<file path="config.mk">
export PLATFORM = sky130hd
export DESIGN_NAME = timer_pwm_and_wide_capture
export DESIGN_NICKNAME = d
export VERILOG_FILES = /design/src/logic/timer_pwm_pkg.sv /design/src/logic/timer_pwm_and_wide_capture.sv
export SDC_FILE = /design/constraint.sdc
export NUM_CORES = 1
export LEC_CHECK = 0
export BUFFER_PORTS_ARGS = -buffer_cell sky130_fd_sc_hd__buf_2
export CORE_MARGIN = 1.5
export CORE_UTILIZATION = 60
export CTS_CLUSTER_SIZE = 14
export DETAILED_ROUTE_END_ITERATION = 10
export GPL_TIMING_DRIVEN = 0
export PLACE_DENSITY = 0.78
export SLEW_MARGIN = 25
export SYNTH_ARGS = -nofsm -noshare
export SYNTH_HDL_FRONTEND = slang
export SYNTH_SLANG_ARGS = --single-unit
</file>
<file path="constraint.sdc">
create_clock -name mclk -period 6 [get_ports mclk]
set_clock_uncertainty 0.2 [all_clocks]
set_input_delay 1.2 -clock mclk [delete_from_list [all_inputs] [get_ports mclk]]
set_output_delay 1.2 -clock mclk [all_outputs]
set_load 0.05 [all_outputs]
</file>
<file path="src/logic/timer_pwm_pkg.sv">
// constants, register map and helper functions of the paired timer block
package timer_pwm_pkg;
   // system clock
   localparam int CLK_NS = 20;
   // pwm source clock periods for select codes 00, 01, 10
   localparam int SRC0_NS = 250;
   localparam int SRC1_NS = 500;
   localparam int SRC2_NS = 2000;
   // a least period rounds up to whole clock cycles
   localparam int SRC0_CYC = (SRC0_NS + CLK_NS - 1) / CLK_NS;
   localparam int SRC1_CYC = (SRC1_NS + CLK_NS - 1) / CLK_NS;
   localparam int SRC2_CYC = (SRC2_NS + CLK_NS - 1) / CLK_NS;
   localparam int PRE_W = 12;

   // register byte offsets inside one pair, pair stride, global registers
   localparam logic [7:0] OFS_CTL_LO = 8'h00;
   localparam logic [7:0] OFS_CTL_HI = 8'h04;
   localparam logic [7:0] OFS_DATA_LO = 8'h08;
   localparam logic [7:0] OFS_DATA_HI = 8'h0C;
   localparam logic [7:0] OFS_PERIOD = 8'h10;
   localparam logic [7:0] OFS_DUTY = 8'h14;
   localparam logic [7:0] OFS_HIGH_BITS = 8'h18;
   localparam logic [7:0] OFS_COUNT = 8'h1C;
   localparam logic [7:0] PAIR_STRIDE = 8'h20;
   localparam logic [7:0] OFS_PORT_SEL = 8'h40;
   localparam logic [7:0] OFS_EDGE = 8'h44;
   localparam logic [7:0] PAIR_MASK = 8'h1F;
   localparam logic [7:0] RST_BYTE = 8'h00;

   // low timer control fields
   localparam int LO_SEL_MSB = 2;
   localparam int LO_GRAB_BIT = 3;
   localparam int LO_RUN_BIT = 4;
   // high timer control fields
   localparam int HI_SEL_MSB = 1;
   localparam int HI_GRAB_BIT = 2;
   localparam int HI_WIDE_BIT = 3;
   localparam int HI_RUN_BIT = 4;
   localparam int HI_PWM_BIT = 5;
   localparam int HI_SENSE_BIT = 6;
   // high bits register fields
   localparam int HB_PER_MSB = 3;
   localparam int HB_PER_LSB = 2;
   localparam int HB_DUTY_MSB = 1;
   localparam int HB_DUTY_LSB = 0;

   typedef enum logic [1:0] {EDGE_FALL, EDGE_RISE, EDGE_BOTH, EDGE_OFF}
      edge_sel_t;

   // low timer prescaler divide ratios
   function automatic logic [PRE_W-1:0] lo_div(input logic [2:0] sel);
      case (sel)
         3'd0: lo_div = 12'h0002;
         3'd1: lo_div = 12'h0004;
         3'd2: lo_div = 12'h0008;
         3'd3: lo_div = 12'h0020;
         3'd4: lo_div = 12'h0080;
         3'd5: lo_div = 12'h0200;
         default: lo_div = 12'h0800;
      endcase
   endfunction

   // high timer divide ratios; the second pair has its own set
   function automatic logic [PRE_W-1:0] hi_div(input logic pair,
                                               input logic [1:0] sel);
      case (sel)
         2'd0: hi_div = 12'h0001;
         2'd1: hi_div = pair ? 12'h0004 : 12'h0002;
         default: hi_div = pair ? 12'h0010 : 12'h0008;
      endcase
   endfunction

   // pwm source clock in system clock cycles
   function automatic logic [PRE_W-1:0] src_div(input logic [1:0] sel);
      case (sel)
         2'd0: src_div = PRE_W'(SRC0_CYC);
         2'd1: src_div = PRE_W'(SRC1_CYC);
         default: src_div = PRE_W'(SRC2_CYC);
      endcase
   endfunction

   function automatic logic tick_due(input logic [PRE_W-1:0] cnt,
                                     input logic [PRE_W-1:0] div);
      tick_due = (cnt >= div - 12'h0001);
   endfunction
endpackage

</file>
<file path="src/logic/timer_pwm_and_wide_capture.sv">
// paired 8-bit timers with 16-bit capture and 10-bit pwm, avalon-mm slave
`timescale 1ns/100ps
`default_nettype none
module timer_pwm_and_wide_capture
   import timer_pwm_pkg::*;
#(
   parameter int ADDR_W = 8
) (
   input wire logic mclk,
   input wire logic reset_n,
   input wire logic [ADDR_W-1:0] address,
   input wire logic read,
   input wire logic write,
   input wire logic [3:0] byteenable,
   input wire logic [31:0] writedata,
   output logic [31:0] readdata,
   output logic waitrequest,
   input wire logic [1:0] external_edge_input,
   input wire logic alt_out_b,
   input wire logic alt_out_d,
   output logic pulse_out_b_pin,
   output logic pulse_out_b_pin_oe,
   output logic pulse_out_d_pin,
   output logic pulse_out_d_pin_oe,
   output logic [3:0] match_pulse,
   output logic [1:0] edge_pulse
);
   if (ADDR_W < 7) begin : g_addr_check
      $error("ADDR_W too small for the register map");
   end

   // bus state
   logic wait_q, wait_d;
   logic [31:0] rd_q, rd_d;
   // per pair and global configuration
   logic [7:0] ctl_lo_q [2];
   logic [7:0] ctl_lo_d [2];
   logic [7:0] ctl_hi_q [2];
   logic [7:0] ctl_hi_d [2];
   logic [7:0] mlo_q [2];
   logic [7:0] mlo_d [2];
   logic [7:0] mhi_q [2];
   logic [7:0] mhi_d [2];
   logic [7:0] per_q [2];
   logic [7:0] per_d [2];
   logic [7:0] duty_q [2];
   logic [7:0] duty_d [2];
   logic [7:0] hb_q [2];
   logic [7:0] hb_d [2];
   logic [7:0] port_sel_q, port_sel_d;
   logic [7:0] edge_q, edge_d;
   // counting state
   logic [7:0] clo_q [2];
   logic [7:0] clo_d [2];
   logic [7:0] chi_q [2];
   logic [7:0] chi_d [2];
   logic [7:0] glo_q [2];
   logic [7:0] glo_d [2];
   logic [7:0] ghi_q [2];
   logic [7:0] ghi_d [2];
   logic [PRE_W-1:0] plo_q [2];
   logic [PRE_W-1:0] plo_d [2];
   logic [PRE_W-1:0] phi_q [2];
   logic [PRE_W-1:0] phi_d [2];
   logic [9:0] pcnt_q [2];
   logic [9:0] pcnt_d [2];
   logic [9:0] dact_q [2];
   logic [9:0] dact_d [2];
   // pins and events
   logic [1:0] ext_s1_q, ext_s2_q, ext_prev_q;
   logic [1:0] pin_q, pin_d, oe_q, oe_d;
   logic [3:0] match_q, match_d;
   logic [1:0] hit_q, hit_d;

   logic bus_go;
   logic wr_en;
   logic [7:0] loc;
   logic [7:0] wbyte;

   assign bus_go = (read | write) & wait_q;
   assign wr_en = write & ~wait_q & byteenable[0];
   assign loc = 8'(address);
   assign wbyte = writedata[7:0];

   always_comb begin
      logic p;
      logic [7:0] off;
      logic in_pair;
      logic hit, wide, run_lo, run_hi, pwm, sense;
      logic tick_lo, tick_hi;
      logic [PRE_W-1:0] div_hi;
      logic [15:0] wcnt;
      logic [9:0] period, duty, next_cnt;
      logic lvl;
      p = 1'b0;
      off = 8'h00;
      in_pair = 1'b0;
      hit = 1'b0;
      wide = 1'b0;
      run_lo = 1'b0;
      run_hi = 1'b0;
      pwm = 1'b0;
      sense = 1'b0;
      tick_lo = 1'b0;
      tick_hi = 1'b0;
      div_hi = '0;
      wcnt = 16'h0000;
      period = 10'h000;
      duty = 10'h000;
      next_cnt = 10'h000;
      lvl = 1'b0;
      // request answered one edge after it is seen
      wait_d = ~bus_go;
      rd_d = rd_q;
      port_sel_d = port_sel_q;
      edge_d = edge_q;
      match_d = 4'h0;
      hit_d = 2'b00;
      pin_d = pin_q;
      oe_d = oe_q;
      for (int i = 0; i < 2; i++) begin
         ctl_lo_d[i] = ctl_lo_q[i];
         ctl_hi_d[i] = ctl_hi_q[i];
         mlo_d[i] = mlo_q[i];
         mhi_d[i] = mhi_q[i];
         per_d[i] = per_q[i];
         duty_d[i] = duty_q[i];
         hb_d[i] = hb_q[i];
         clo_d[i] = clo_q[i];
         chi_d[i] = chi_q[i];
         glo_d[i] = glo_q[i];
         ghi_d[i] = ghi_q[i];
         plo_d[i] = plo_q[i];
         phi_d[i] = phi_q[i];
         pcnt_d[i] = pcnt_q[i];
         dact_d[i] = dact_q[i];
      end

      for (int i = 0; i < 2; i++) begin
         p = i[0];
         wide = ctl_hi_q[i][HI_WIDE_BIT];
         run_lo = ctl_lo_q[i][LO_RUN_BIT];
         run_hi = ctl_hi_q[i][HI_RUN_BIT];
         pwm = ctl_hi_q[i][HI_PWM_BIT];
         sense = ctl_hi_q[i][HI_SENSE_BIT];
         // only the synchronised copy feeds edge detection
         case (edge_sel_t'(edge_q[2*i +: 2]))
            EDGE_FALL: hit = ext_prev_q[i] & ~ext_s2_q[i];
            EDGE_RISE: hit = ~ext_prev_q[i] & ext_s2_q[i];
            EDGE_BOTH: hit = ext_prev_q[i] ^ ext_s2_q[i];
            default: hit = 1'b0;
         endcase
         hit_d[i] = hit;

         // low timer prescaler; in wide mode it clocks both counter bytes, pwm keeps the high prescaler
         tick_lo = run_lo & tick_due(plo_q[i],
                                     lo_div(ctl_lo_q[i][LO_SEL_MSB:0]));
         plo_d[i] = (!run_lo || tick_lo) ? '0 : plo_q[i] + 12'h001;
         div_hi = pwm ? src_div(ctl_hi_q[i][HI_SEL_MSB:0])
                      : hi_div(p, ctl_hi_q[i][HI_SEL_MSB:0]);
         tick_hi = run_hi & tick_due(phi_q[i], div_hi);
         phi_d[i] = (!run_hi || tick_hi) ? '0 : phi_q[i] + 12'h001;

         wcnt = {chi_q[i], clo_q[i]};
         if (wide) begin
            if (ctl_hi_q[i][HI_GRAB_BIT] && hit) begin
               // both bytes grabbed on one edge, then restart
               glo_d[i] = clo_q[i];
               ghi_d[i] = chi_q[i];
               clo_d[i] = 8'h00;
               chi_d[i] = 8'h00;
            end else if (tick_lo) begin
               if (wcnt == {mhi_q[i], mlo_q[i]}) begin
                  wcnt = 16'h0000;
                  match_d[2*i] = 1'b1;
               end else begin
                  wcnt = wcnt + 16'h0001;
               end
               clo_d[i] = wcnt[7:0];
               chi_d[i] = wcnt[15:8];
            end
         end else begin
            if (ctl_lo_q[i][LO_GRAB_BIT] && hit) begin
               glo_d[i] = clo_q[i];
               clo_d[i] = 8'h00;
            end else if (tick_lo) begin
               if (clo_q[i] == mlo_q[i]) begin
                  clo_d[i] = 8'h00;
                  match_d[2*i] = 1'b1;
               end else begin
                  clo_d[i] = clo_q[i] + 8'h01;
               end
            end
            if (!pwm) begin
               if (ctl_hi_q[i][HI_GRAB_BIT] && hit) begin
                  ghi_d[i] = chi_q[i];
                  chi_d[i] = 8'h00;
               end else if (tick_hi) begin
                  if (chi_q[i] == mhi_q[i]) begin
                     chi_d[i] = 8'h00;
                     match_d[2*i+1] = 1'b1;
                  end else begin
                     chi_d[i] = chi_q[i] + 8'h01;
                  end
               end
            end
         end

         // pwm on the high timer of each pair
         period = {hb_q[i][HB_PER_MSB:HB_PER_LSB], per_q[i]};
         duty = {hb_q[i][HB_DUTY_MSB:HB_DUTY_LSB], duty_q[i]};
         next_cnt = pcnt_q[i] + 10'h001;
         if (!(pwm && run_hi)) begin
            // stopped: counter parked, new duty taken at once
            pcnt_d[i] = 10'h000;
            dact_d[i] = duty;
         end else if (tick_hi) begin
            if (next_cnt >= period) begin
               pcnt_d[i] = 10'h000;
               dact_d[i] = duty;
            end else begin
               pcnt_d[i] = next_cnt;
            end
         end
         // period alone may change; the running duty copy stays
         if (dact_q[i] >= period) begin
            lvl = sense;
         end else if (pcnt_q[i] < dact_q[i]) begin
            lvl = sense;
         end else begin
            lvl = ~sense;
         end
         oe_d[i] = port_sel_q[i];
         if (port_sel_q[i] && pwm) begin
            pin_d[i] = lvl;
         end else begin
            pin_d[i] = (i == 0) ? alt_out_b : alt_out_d;
         end
      end

      // register writes
      if (wr_en) begin
         if (loc == OFS_PORT_SEL) begin
            port_sel_d = wbyte;
         end else if (loc == OFS_EDGE) begin
            edge_d = wbyte;
         end
         for (int i = 0; i < 2; i++) begin
            in_pair = (loc & ~PAIR_MASK) == 8'(i * PAIR_STRIDE);
            off = loc & PAIR_MASK;
            if (in_pair) begin
               case (off)
                  OFS_CTL_LO: ctl_lo_d[i] = wbyte;
                  OFS_CTL_HI: ctl_hi_d[i] = wbyte;
                  OFS_DATA_LO: mlo_d[i] = wbyte;
                  OFS_DATA_HI: mhi_d[i] = wbyte;
                  OFS_PERIOD: per_d[i] = wbyte;
                  OFS_DUTY: duty_d[i] = wbyte;
                  OFS_HIGH_BITS: hb_d[i] = wbyte;
                  default: ;
               endcase
            end
         end
      end

      // read mux, unmapped addresses read zero
      if (bus_go && read) begin
         rd_d = 32'h0000_0000;
         if (loc == OFS_PORT_SEL) begin
            rd_d[7:0] = port_sel_q;
         end else if (loc == OFS_EDGE) begin
            rd_d[7:0] = edge_q;
         end
         for (int i = 0; i < 2; i++) begin
            in_pair = (loc & ~PAIR_MASK) == 8'(i * PAIR_STRIDE);
            off = loc & PAIR_MASK;
            wide = ctl_hi_q[i][HI_WIDE_BIT];
            if (in_pair) begin
               case (off)
                  OFS_CTL_LO: rd_d[7:0] = ctl_lo_q[i];
                  OFS_CTL_HI: rd_d[7:0] = ctl_hi_q[i];
                  OFS_DATA_LO: rd_d[7:0] = (ctl_lo_q[i][LO_GRAB_BIT] ||
                     (wide && ctl_hi_q[i][HI_GRAB_BIT])) ?
                     glo_q[i] : mlo_q[i];
                  OFS_DATA_HI: rd_d[7:0] = ctl_hi_q[i][HI_GRAB_BIT] ?
                     ghi_q[i] : mhi_q[i];
                  OFS_PERIOD: rd_d[7:0] = per_q[i];
                  OFS_DUTY: rd_d[7:0] = duty_q[i];
                  OFS_HIGH_BITS: rd_d[7:0] = hb_q[i];
                  OFS_COUNT: rd_d[15:0] = {chi_q[i], clo_q[i]};
                  default: ;
               endcase
            end
         end
      end
   end

   always_ff @(posedge mclk or negedge reset_n) begin
      if (!reset_n) begin
         wait_q <= 1'b1;
         rd_q <= 32'h0000_0000;
         port_sel_q <= RST_BYTE;
         edge_q <= RST_BYTE;
         ext_s1_q <= 2'b00;
         ext_s2_q <= 2'b00;
         ext_prev_q <= 2'b00;
         pin_q <= 2'b00;
         oe_q <= 2'b00;
         match_q <= 4'h0;
         hit_q <= 2'b00;
         for (int i = 0; i < 2; i++) begin
            ctl_lo_q[i] <= RST_BYTE;
            ctl_hi_q[i] <= RST_BYTE;
            mlo_q[i] <= RST_BYTE;
            mhi_q[i] <= RST_BYTE;
            per_q[i] <= RST_BYTE;
            duty_q[i] <= RST_BYTE;
            hb_q[i] <= RST_BYTE;
            clo_q[i] <= RST_BYTE;
            chi_q[i] <= RST_BYTE;
            glo_q[i] <= RST_BYTE;
            ghi_q[i] <= RST_BYTE;
            plo_q[i] <= '0;
            phi_q[i] <= '0;
            pcnt_q[i] <= 10'h000;
            dact_q[i] <= 10'h000;
         end
      end else begin
         wait_q <= wait_d;
         rd_q <= rd_d;
         port_sel_q <= port_sel_d;
         edge_q <= edge_d;
         ext_s1_q <= external_edge_input;
         ext_s2_q <= ext_s1_q;
         ext_prev_q <= ext_s2_q;
         pin_q <= pin_d;
         oe_q <= oe_d;
         match_q <= match_d;
         hit_q <= hit_d;
         for (int i = 0; i < 2; i++) begin
            ctl_lo_q[i] <= ctl_lo_d[i];
            ctl_hi_q[i] <= ctl_hi_d[i];
            mlo_q[i] <= mlo_d[i];
            mhi_q[i] <= mhi_d[i];
            per_q[i] <= per_d[i];
            duty_q[i] <= duty_d[i];
            hb_q[i] <= hb_d[i];
            clo_q[i] <= clo_d[i];
            chi_q[i] <= chi_d[i];
            glo_q[i] <= glo_d[i];
            ghi_q[i] <= ghi_d[i];
            plo_q[i] <= plo_d[i];
            phi_q[i] <= phi_d[i];
            pcnt_q[i] <= pcnt_d[i];
            dact_q[i] <= dact_d[i];
         end
      end
   end

   assign readdata = rd_q;
   assign waitrequest = wait_q;
   assign pulse_out_b_pin = pin_q[0];
   assign pulse_out_d_pin = pin_q[1];
   assign pulse_out_b_pin_oe = oe_q[0];
   assign pulse_out_d_pin_oe = oe_q[1];
   assign match_pulse = match_q;
   assign edge_pulse = hit_q;
endmodule
`default_nettype wire

</file>
# Yosys cells after proc, flatten, opt, wreduce, memory -nomap -nowiden
# Index checks and enable logic that the tools add are counted.
# word_totals
register_bits	313
elab_cells	299
in_bits	52
out_inout_bits	43
# op_classes
muxes	108
bitwise	23
reduce_logical	59
magnitude_cmp	10
eq_ne	42
add_sub_neg	16
# ops
cell	n
$mux W8	46
$pmux W12 S6	2
$pmux W8 S8	2
$mux W10	12
$mux W12	6
$mux W16	4
$reduce_and A3 Y1	17
$add A12 B1 Y12 const B	4
$ge A12 B12 Y1	4
$sub A12 B1 Y12 const B	4
$ge A10 B10 Y1	4
$add A16 B1 Y16 const B	2
$add A8 B1 Y8 const B	4
$eq A16 B16 Y1	2
$eq A8 B8 Y1	4
$mux W1	30
$pmux W7 S2	2
$add A10 B1 Y10 const B	2
$eq A5 B5 Y1 const B	4
$lt A10 B10 Y1	2
$eq A8 B7 Y1 const B	2
$logic_not A8 Y1	2
$reduce_and A2 Y1	7
$eq A3 B2 Y1 const B	4
23 further kinds	86

# Depth between registers and ports, before layout
# logic_depth
word_depth	10
mapped_depth	18
mapped_depth_nobuf	16

# Least setup slack after synthesis
# No wires, ideal clock.
# synth_path
kind	register -> register
startpoint	register ctl_lo_q[1] in the netlist's numbering
endpoint	register clo_q[2] in the netlist's numbering
setup_time_ns	0.131
path_slack_ns	2.177
stages_incl_launch_ff	17
path_buffers	2
arrival_ns	3.492
synth_period_minus_slack_ns	3.823
required_time_ns	5.669
cell_sequence	dfrtp_1 > clkbuf_1 > or3_1 > ha_1 > ha_1 > or3_1 > a21oi_1 > a31oi_1 > ha_1 > a21oi_1 > o21ai_0 > a211oi_1 > nor2_1 > a21oi_1 > or2_2 > clkbuf_1 > o21ai_0
# synth_between
elab_chain_len	7
# synth_rtl
item	line	source
start, declared	timer_pwm_and_wide_capture.sv:36	logic [7:0] ctl_lo_q [2];
start signal, assigned by index	timer_pwm_and_wide_capture.sv:341	ctl_lo_q[i] <= ctl_lo_d[i];
$eq A3 B3 Y1, or another cell as far along	timer_pwm_pkg.sv:52	case (sel)
$pmux W12 S6 (*)	timer_pwm_pkg.sv:52	
$sub A12 B1 Y12 (*)	timer_pwm_pkg.sv:84	tick_due = (cnt >= div - 12'h0001);
$ge A12 B12 Y1 (*)	timer_pwm_pkg.sv:84	
$and A1 B1 Y1 (*)	timer_pwm_and_wide_capture.sv:156	tick_lo = run_lo & tick_due(plo_q[i],
$ne A3 B1 Y1 (no source line) / $reduce_bool A3 Y1 (equally long branches)	-	
$reduce_and A2 Y1 (no source line) (*)	-	
end signal, assigned by index	timer_pwm_and_wide_capture.sv:348	clo_q[i] <= clo_d[i];
end, declared	timer_pwm_and_wide_capture.sv:53	logic [7:0] clo_q [2];
# Every way passes the cells marked *; elsewhere a longest branch is shown, timed or not.
# A chain may end at the register's enable or synchronous reset.

# Worst setup path in the final report
# layout_path
startpoint	register ctl_lo_q[1] in the netlist's numbering
endpoint	register clo_q[7] in the netlist's numbering
# The elaborated chain is that of the path after synthesis.

==> key figures <==
Drt
  • Post-Route WL: 47.34 mm
  • Post-DRT Antenna Nets: 0
  • # DRC: 0
  • Via Count: 14,369
  • Detailed Routing Iterations Pass 1: 7
  • Per-cell routed wire length: 20.73 µm
  • Via density: 6.294
  • Iter 0 DRT Violations: 1,324

Die
  • IO Count: 95
  • Die height: 176.9 µm
  • Die Wd: 176.9 µm
  • Initial Util: 61.03%
  • Die area: 0.03128 mm²
  • Core area: 0.02972 mm²
  • Row cnt: 63

Place
  • Final GP Congestion: 0.9414
  • # port buffers: 47
  • HPWL after detailed placement: 34.31 mm
  • Placed cell areas: 0.01902 mm²

Run
  • Max-Cap Viols: 0

Global route
  • Gr usage total: 30.96%
  • GRT overflow: 0
  • Vias in the first global route: 14,173
  • First-pass GRT wire length: 75.67 mm
  • Largest net degree at the start of global routing: 96
  • Initial antenna violation count: 2

Yosys
  • Syn Area/Cell: 10.28 µm²
  • Unique masters post-synth: 86
  • Synth cell count leaders: dfrtp_1, mux2_2, nand2_1
  • Yosys reg bits: 313
  • Count leader, synth: dfrtp_1
  • Yosys warns: 0
  • Most used DFF post-synth: dfrtp_1
  • Synth Cell Area: 0.01814 mm²
  • Synth area leader: dfrtp_1
  • Synth top area cells: dfrtp_1, mux2_2, ha_1, o21ai_0, xor2_1
  • Number of synthesized flops with an enable pin: 0
  • Share of flip-flops with an asynchronous set or reset: 100.0%
  • Sequential-to-total area share from yosys stat: 43.19%
  • Synth Instances: 1,764
  • Top cell type's share of synthesized area: 43.05%

Clock tree
  • CTS tree: done
  • CTS Hold Buffers Added: 0
  • Worst-skew pair later-pin latency: 0.52 ns
  • CTS Sinks: 313
  • Clock Tree Root: clkbuf_16
  • Post-CTS Setup Bufs: 0
  • H-tree levels: 2
  • Num CTS Buffers: 35
  • CTS clk-pin slew, worst paths: 0.06 ns
  • Post_cts resized: 0
  • Max Root-Sink Buffers: 3

Pwr
  • PwrDens: 233.9 mW/mm²
  • Leak: 9.855 nW
  • Sw frac: 25.21%
  • Sequential share of power: 46.2%
  • Cell-internal power: 0.003526 W
  • Peak VDD IR: 0.0002024 V
  • Switching power: 0.001189 W
  • Proportion of power drawn by the clock network: 45.6%
  • Pwr Total: 0.004715 W
  • Comb power frac: 8.2%

Layout
  • Final instance area: 0.02016 mm²
  • Area grow syn2layout: 11.16%
  • Nets: 2,047
  • Share of layout cells above drive strength 1: 17.92%
  • Fillers: 2,188

STA
  • Achievable Freq: 208.8 MHz
  • Period utilisation layout: 79.81%
  • Tmin final: 4.788 ns
  • Max transition margin: 38.54%
  • Worst Max-Slew Pin Slew: 0.9219 ns
  • RSZ-0062 raised after global routing: false
  • Hold Fails Final Rpt: 0
  • Final setup fails: 0
  • Max-slew violation count: 0

Hold path
  • Hold Crit Class: register to register
  • Worst Hold Depth: 0

Critical path
  • Worst R2R Path Depth: 16
  • Kind of critical path: register to register
  • CP endpoint kind: register
  • CP startpoint kind: register
  • Required @ worst endpoint: 6.19 ns
  • WP data arrival: 4.98 ns
  • CP Max Fanout: 10

Run status
  • Run status: finished, final reports clean
[final timing paths]
check	from	endpoint	slack, ns
setup / recovery	ctl_lo_q[1]	clo_q[7]	1.21
hold / removal	ext_s1_q[1]	ext_s2_q[1]	0.15
setup reg to reg	ctl_lo_q[1]	clo_q[7]	1.21
hold reg to reg	ext_s1_q[1]	ext_s2_q[1]	0.15
max in group asynchronous	reset_n	mlo_q[7]	4.00
min in group asynchronous	reset_n	duty_q[14]	0.41
[power by group through the flow]
| stage | sequential, W | combinational, W | clock (W) |
|---|---|---|---|
| floorplan | 0.00223 | 0.000214 | 0 |
| global placement | 0.00221 | 0.000362 | 0 |
| detailed placement | 0.00222 | 0.000379 | 0 |
| CTS | 0.00218 | 0.000381 | 0.00217 |
| global route | 0.00218 | 0.000420 | 0.00226 |
| finish | 0.00218 | 0.000385 | 0.00215 |
[metal layers]
metal	track usage, %	vias to the layer above	part of all wire (%)
met4	12.92	0	4.3
met5	0	-	0
met1	42.17	7059	42
li1	-	6530	-
met2	48.24	623	45
met3	6.379	157	8.3
[logic make-up (layout without fill, tap and decap cells)]
family                     after synthesis  in the layout  synth area share [%]
AOI/OAI and AO/OA                      363            363                 13.36
xor gates and xnor gates                98             98                 4.733
adders and majority gates              127            127                 8.762
buffers and inverters                  176            287                 4.291
DFF                                    313            313                 43.19
muxes                                  201            201                 12.42
other                                    2             20               0.04141
and+or+nand+nor                        484            484                 13.20
[sequential cells by signal, summed over array words and instances (netlist names), 16 cells and up]
name      count
chi_q        16
clo_q        16
ctl_hi_q     16
ctl_lo_q     16
dact_q       20
duty_q       16
ghi_q        16
glo_q        16
hb_q         16
mhi_q        16
mlo_q        16
pcnt_q       20
per_q        16
phi_q        24
plo_q        24
readdata     16
[layout by cell type (no fill, tap or decap), types with 14 or more instances in the layout]
| cell | Yosys | routed |
|---|---|---|
| nand2_1 | 144 | 144 |
| buf_2 | 19 | 65 |
| nand3_1 | 68 | 68 |
| xor2_1 | 72 | 72 |
| clkbuf_16 | 0 | 37 |
| a22o_1 | 27 | 27 |
| nor3_1 | 17 | 17 |
| mux2i_1 | 42 | 42 |
| nor2_1 | 106 | 106 |
| a21oi_1 | 63 | 63 |
| o21ai_0 | 126 | 126 |
| dfrtp_1 | 312 | 312 |
| a211oi_1 | 14 | 14 |
| nand4_1 | 19 | 19 |
| nand2b_1 | 15 | 15 |
| buf_4 | 21 | 21 |
| xnor2_1 | 26 | 26 |
| inv_1 | 79 | 79 |
| mux2_2 | 150 | 150 |
| clkbuf_1 | 52 | 58 |
| and3_1 | 39 | 39 |
| conb_1 | 2 | 19 |
| ha_1 | 127 | 127 |
[critical path, stage by stage, from the launching register on]
cell	delay, ns
dfrtp_1	0.42
clkbuf_1	0.23
or3_1	0.45
ha_1	0.27
ha_1	0.23
or3_1	0.31
a21oi_1	0.14
a31oi_1	0.07
ha_1	0.30
a21oi_1	0.12
o21ai_0	0.14
a211oi_1	0.50
nor2_1	0.16
a21oi_1	0.48
or2_2	0.21
clkbuf_1	0.26
o21ai_0	0.16
[through the flow]
| step | cells | utilization, % | setup TNS, ns | setup WS (ns) | hold WS [ns] |
|---|---|---|---|---|---|
| after floorplan | 1781 | - | 0 | 2.177 | 0.1312 |
| after global placement | 2218 | 63.68 | -711.52 | -2.302 | 0.1333 |
| after detailed placement | 2221 | 63.99 | 0 | 1.318 | 0.1355 |
| after CTS | 2282 | 67.83 | 0 | 1.313 | 0.1486 |
| after global routing | 2283 | 67.84 | 0 | 0.8272 | 0.1586 |
| final | 2283 | 67.84 | 0 | 1.212 | 0.1466 |
[area by class of cell]
cell class	count	area, µm²	area share, %
multi-input combinational	1292	9588	47.56
antenna	1	2.502	0.01241
timing repair buffer	50	327.8	1.626
tap	390	488.0	2.421
sequential	313	7834	38.86
buffer	95	474.2	2.352
clock inverter	14	137.6	0.6827
inverter	81	304.0	1.508
clock buffer	47	1003	4.978
Power figures use the tool's default switching activity.
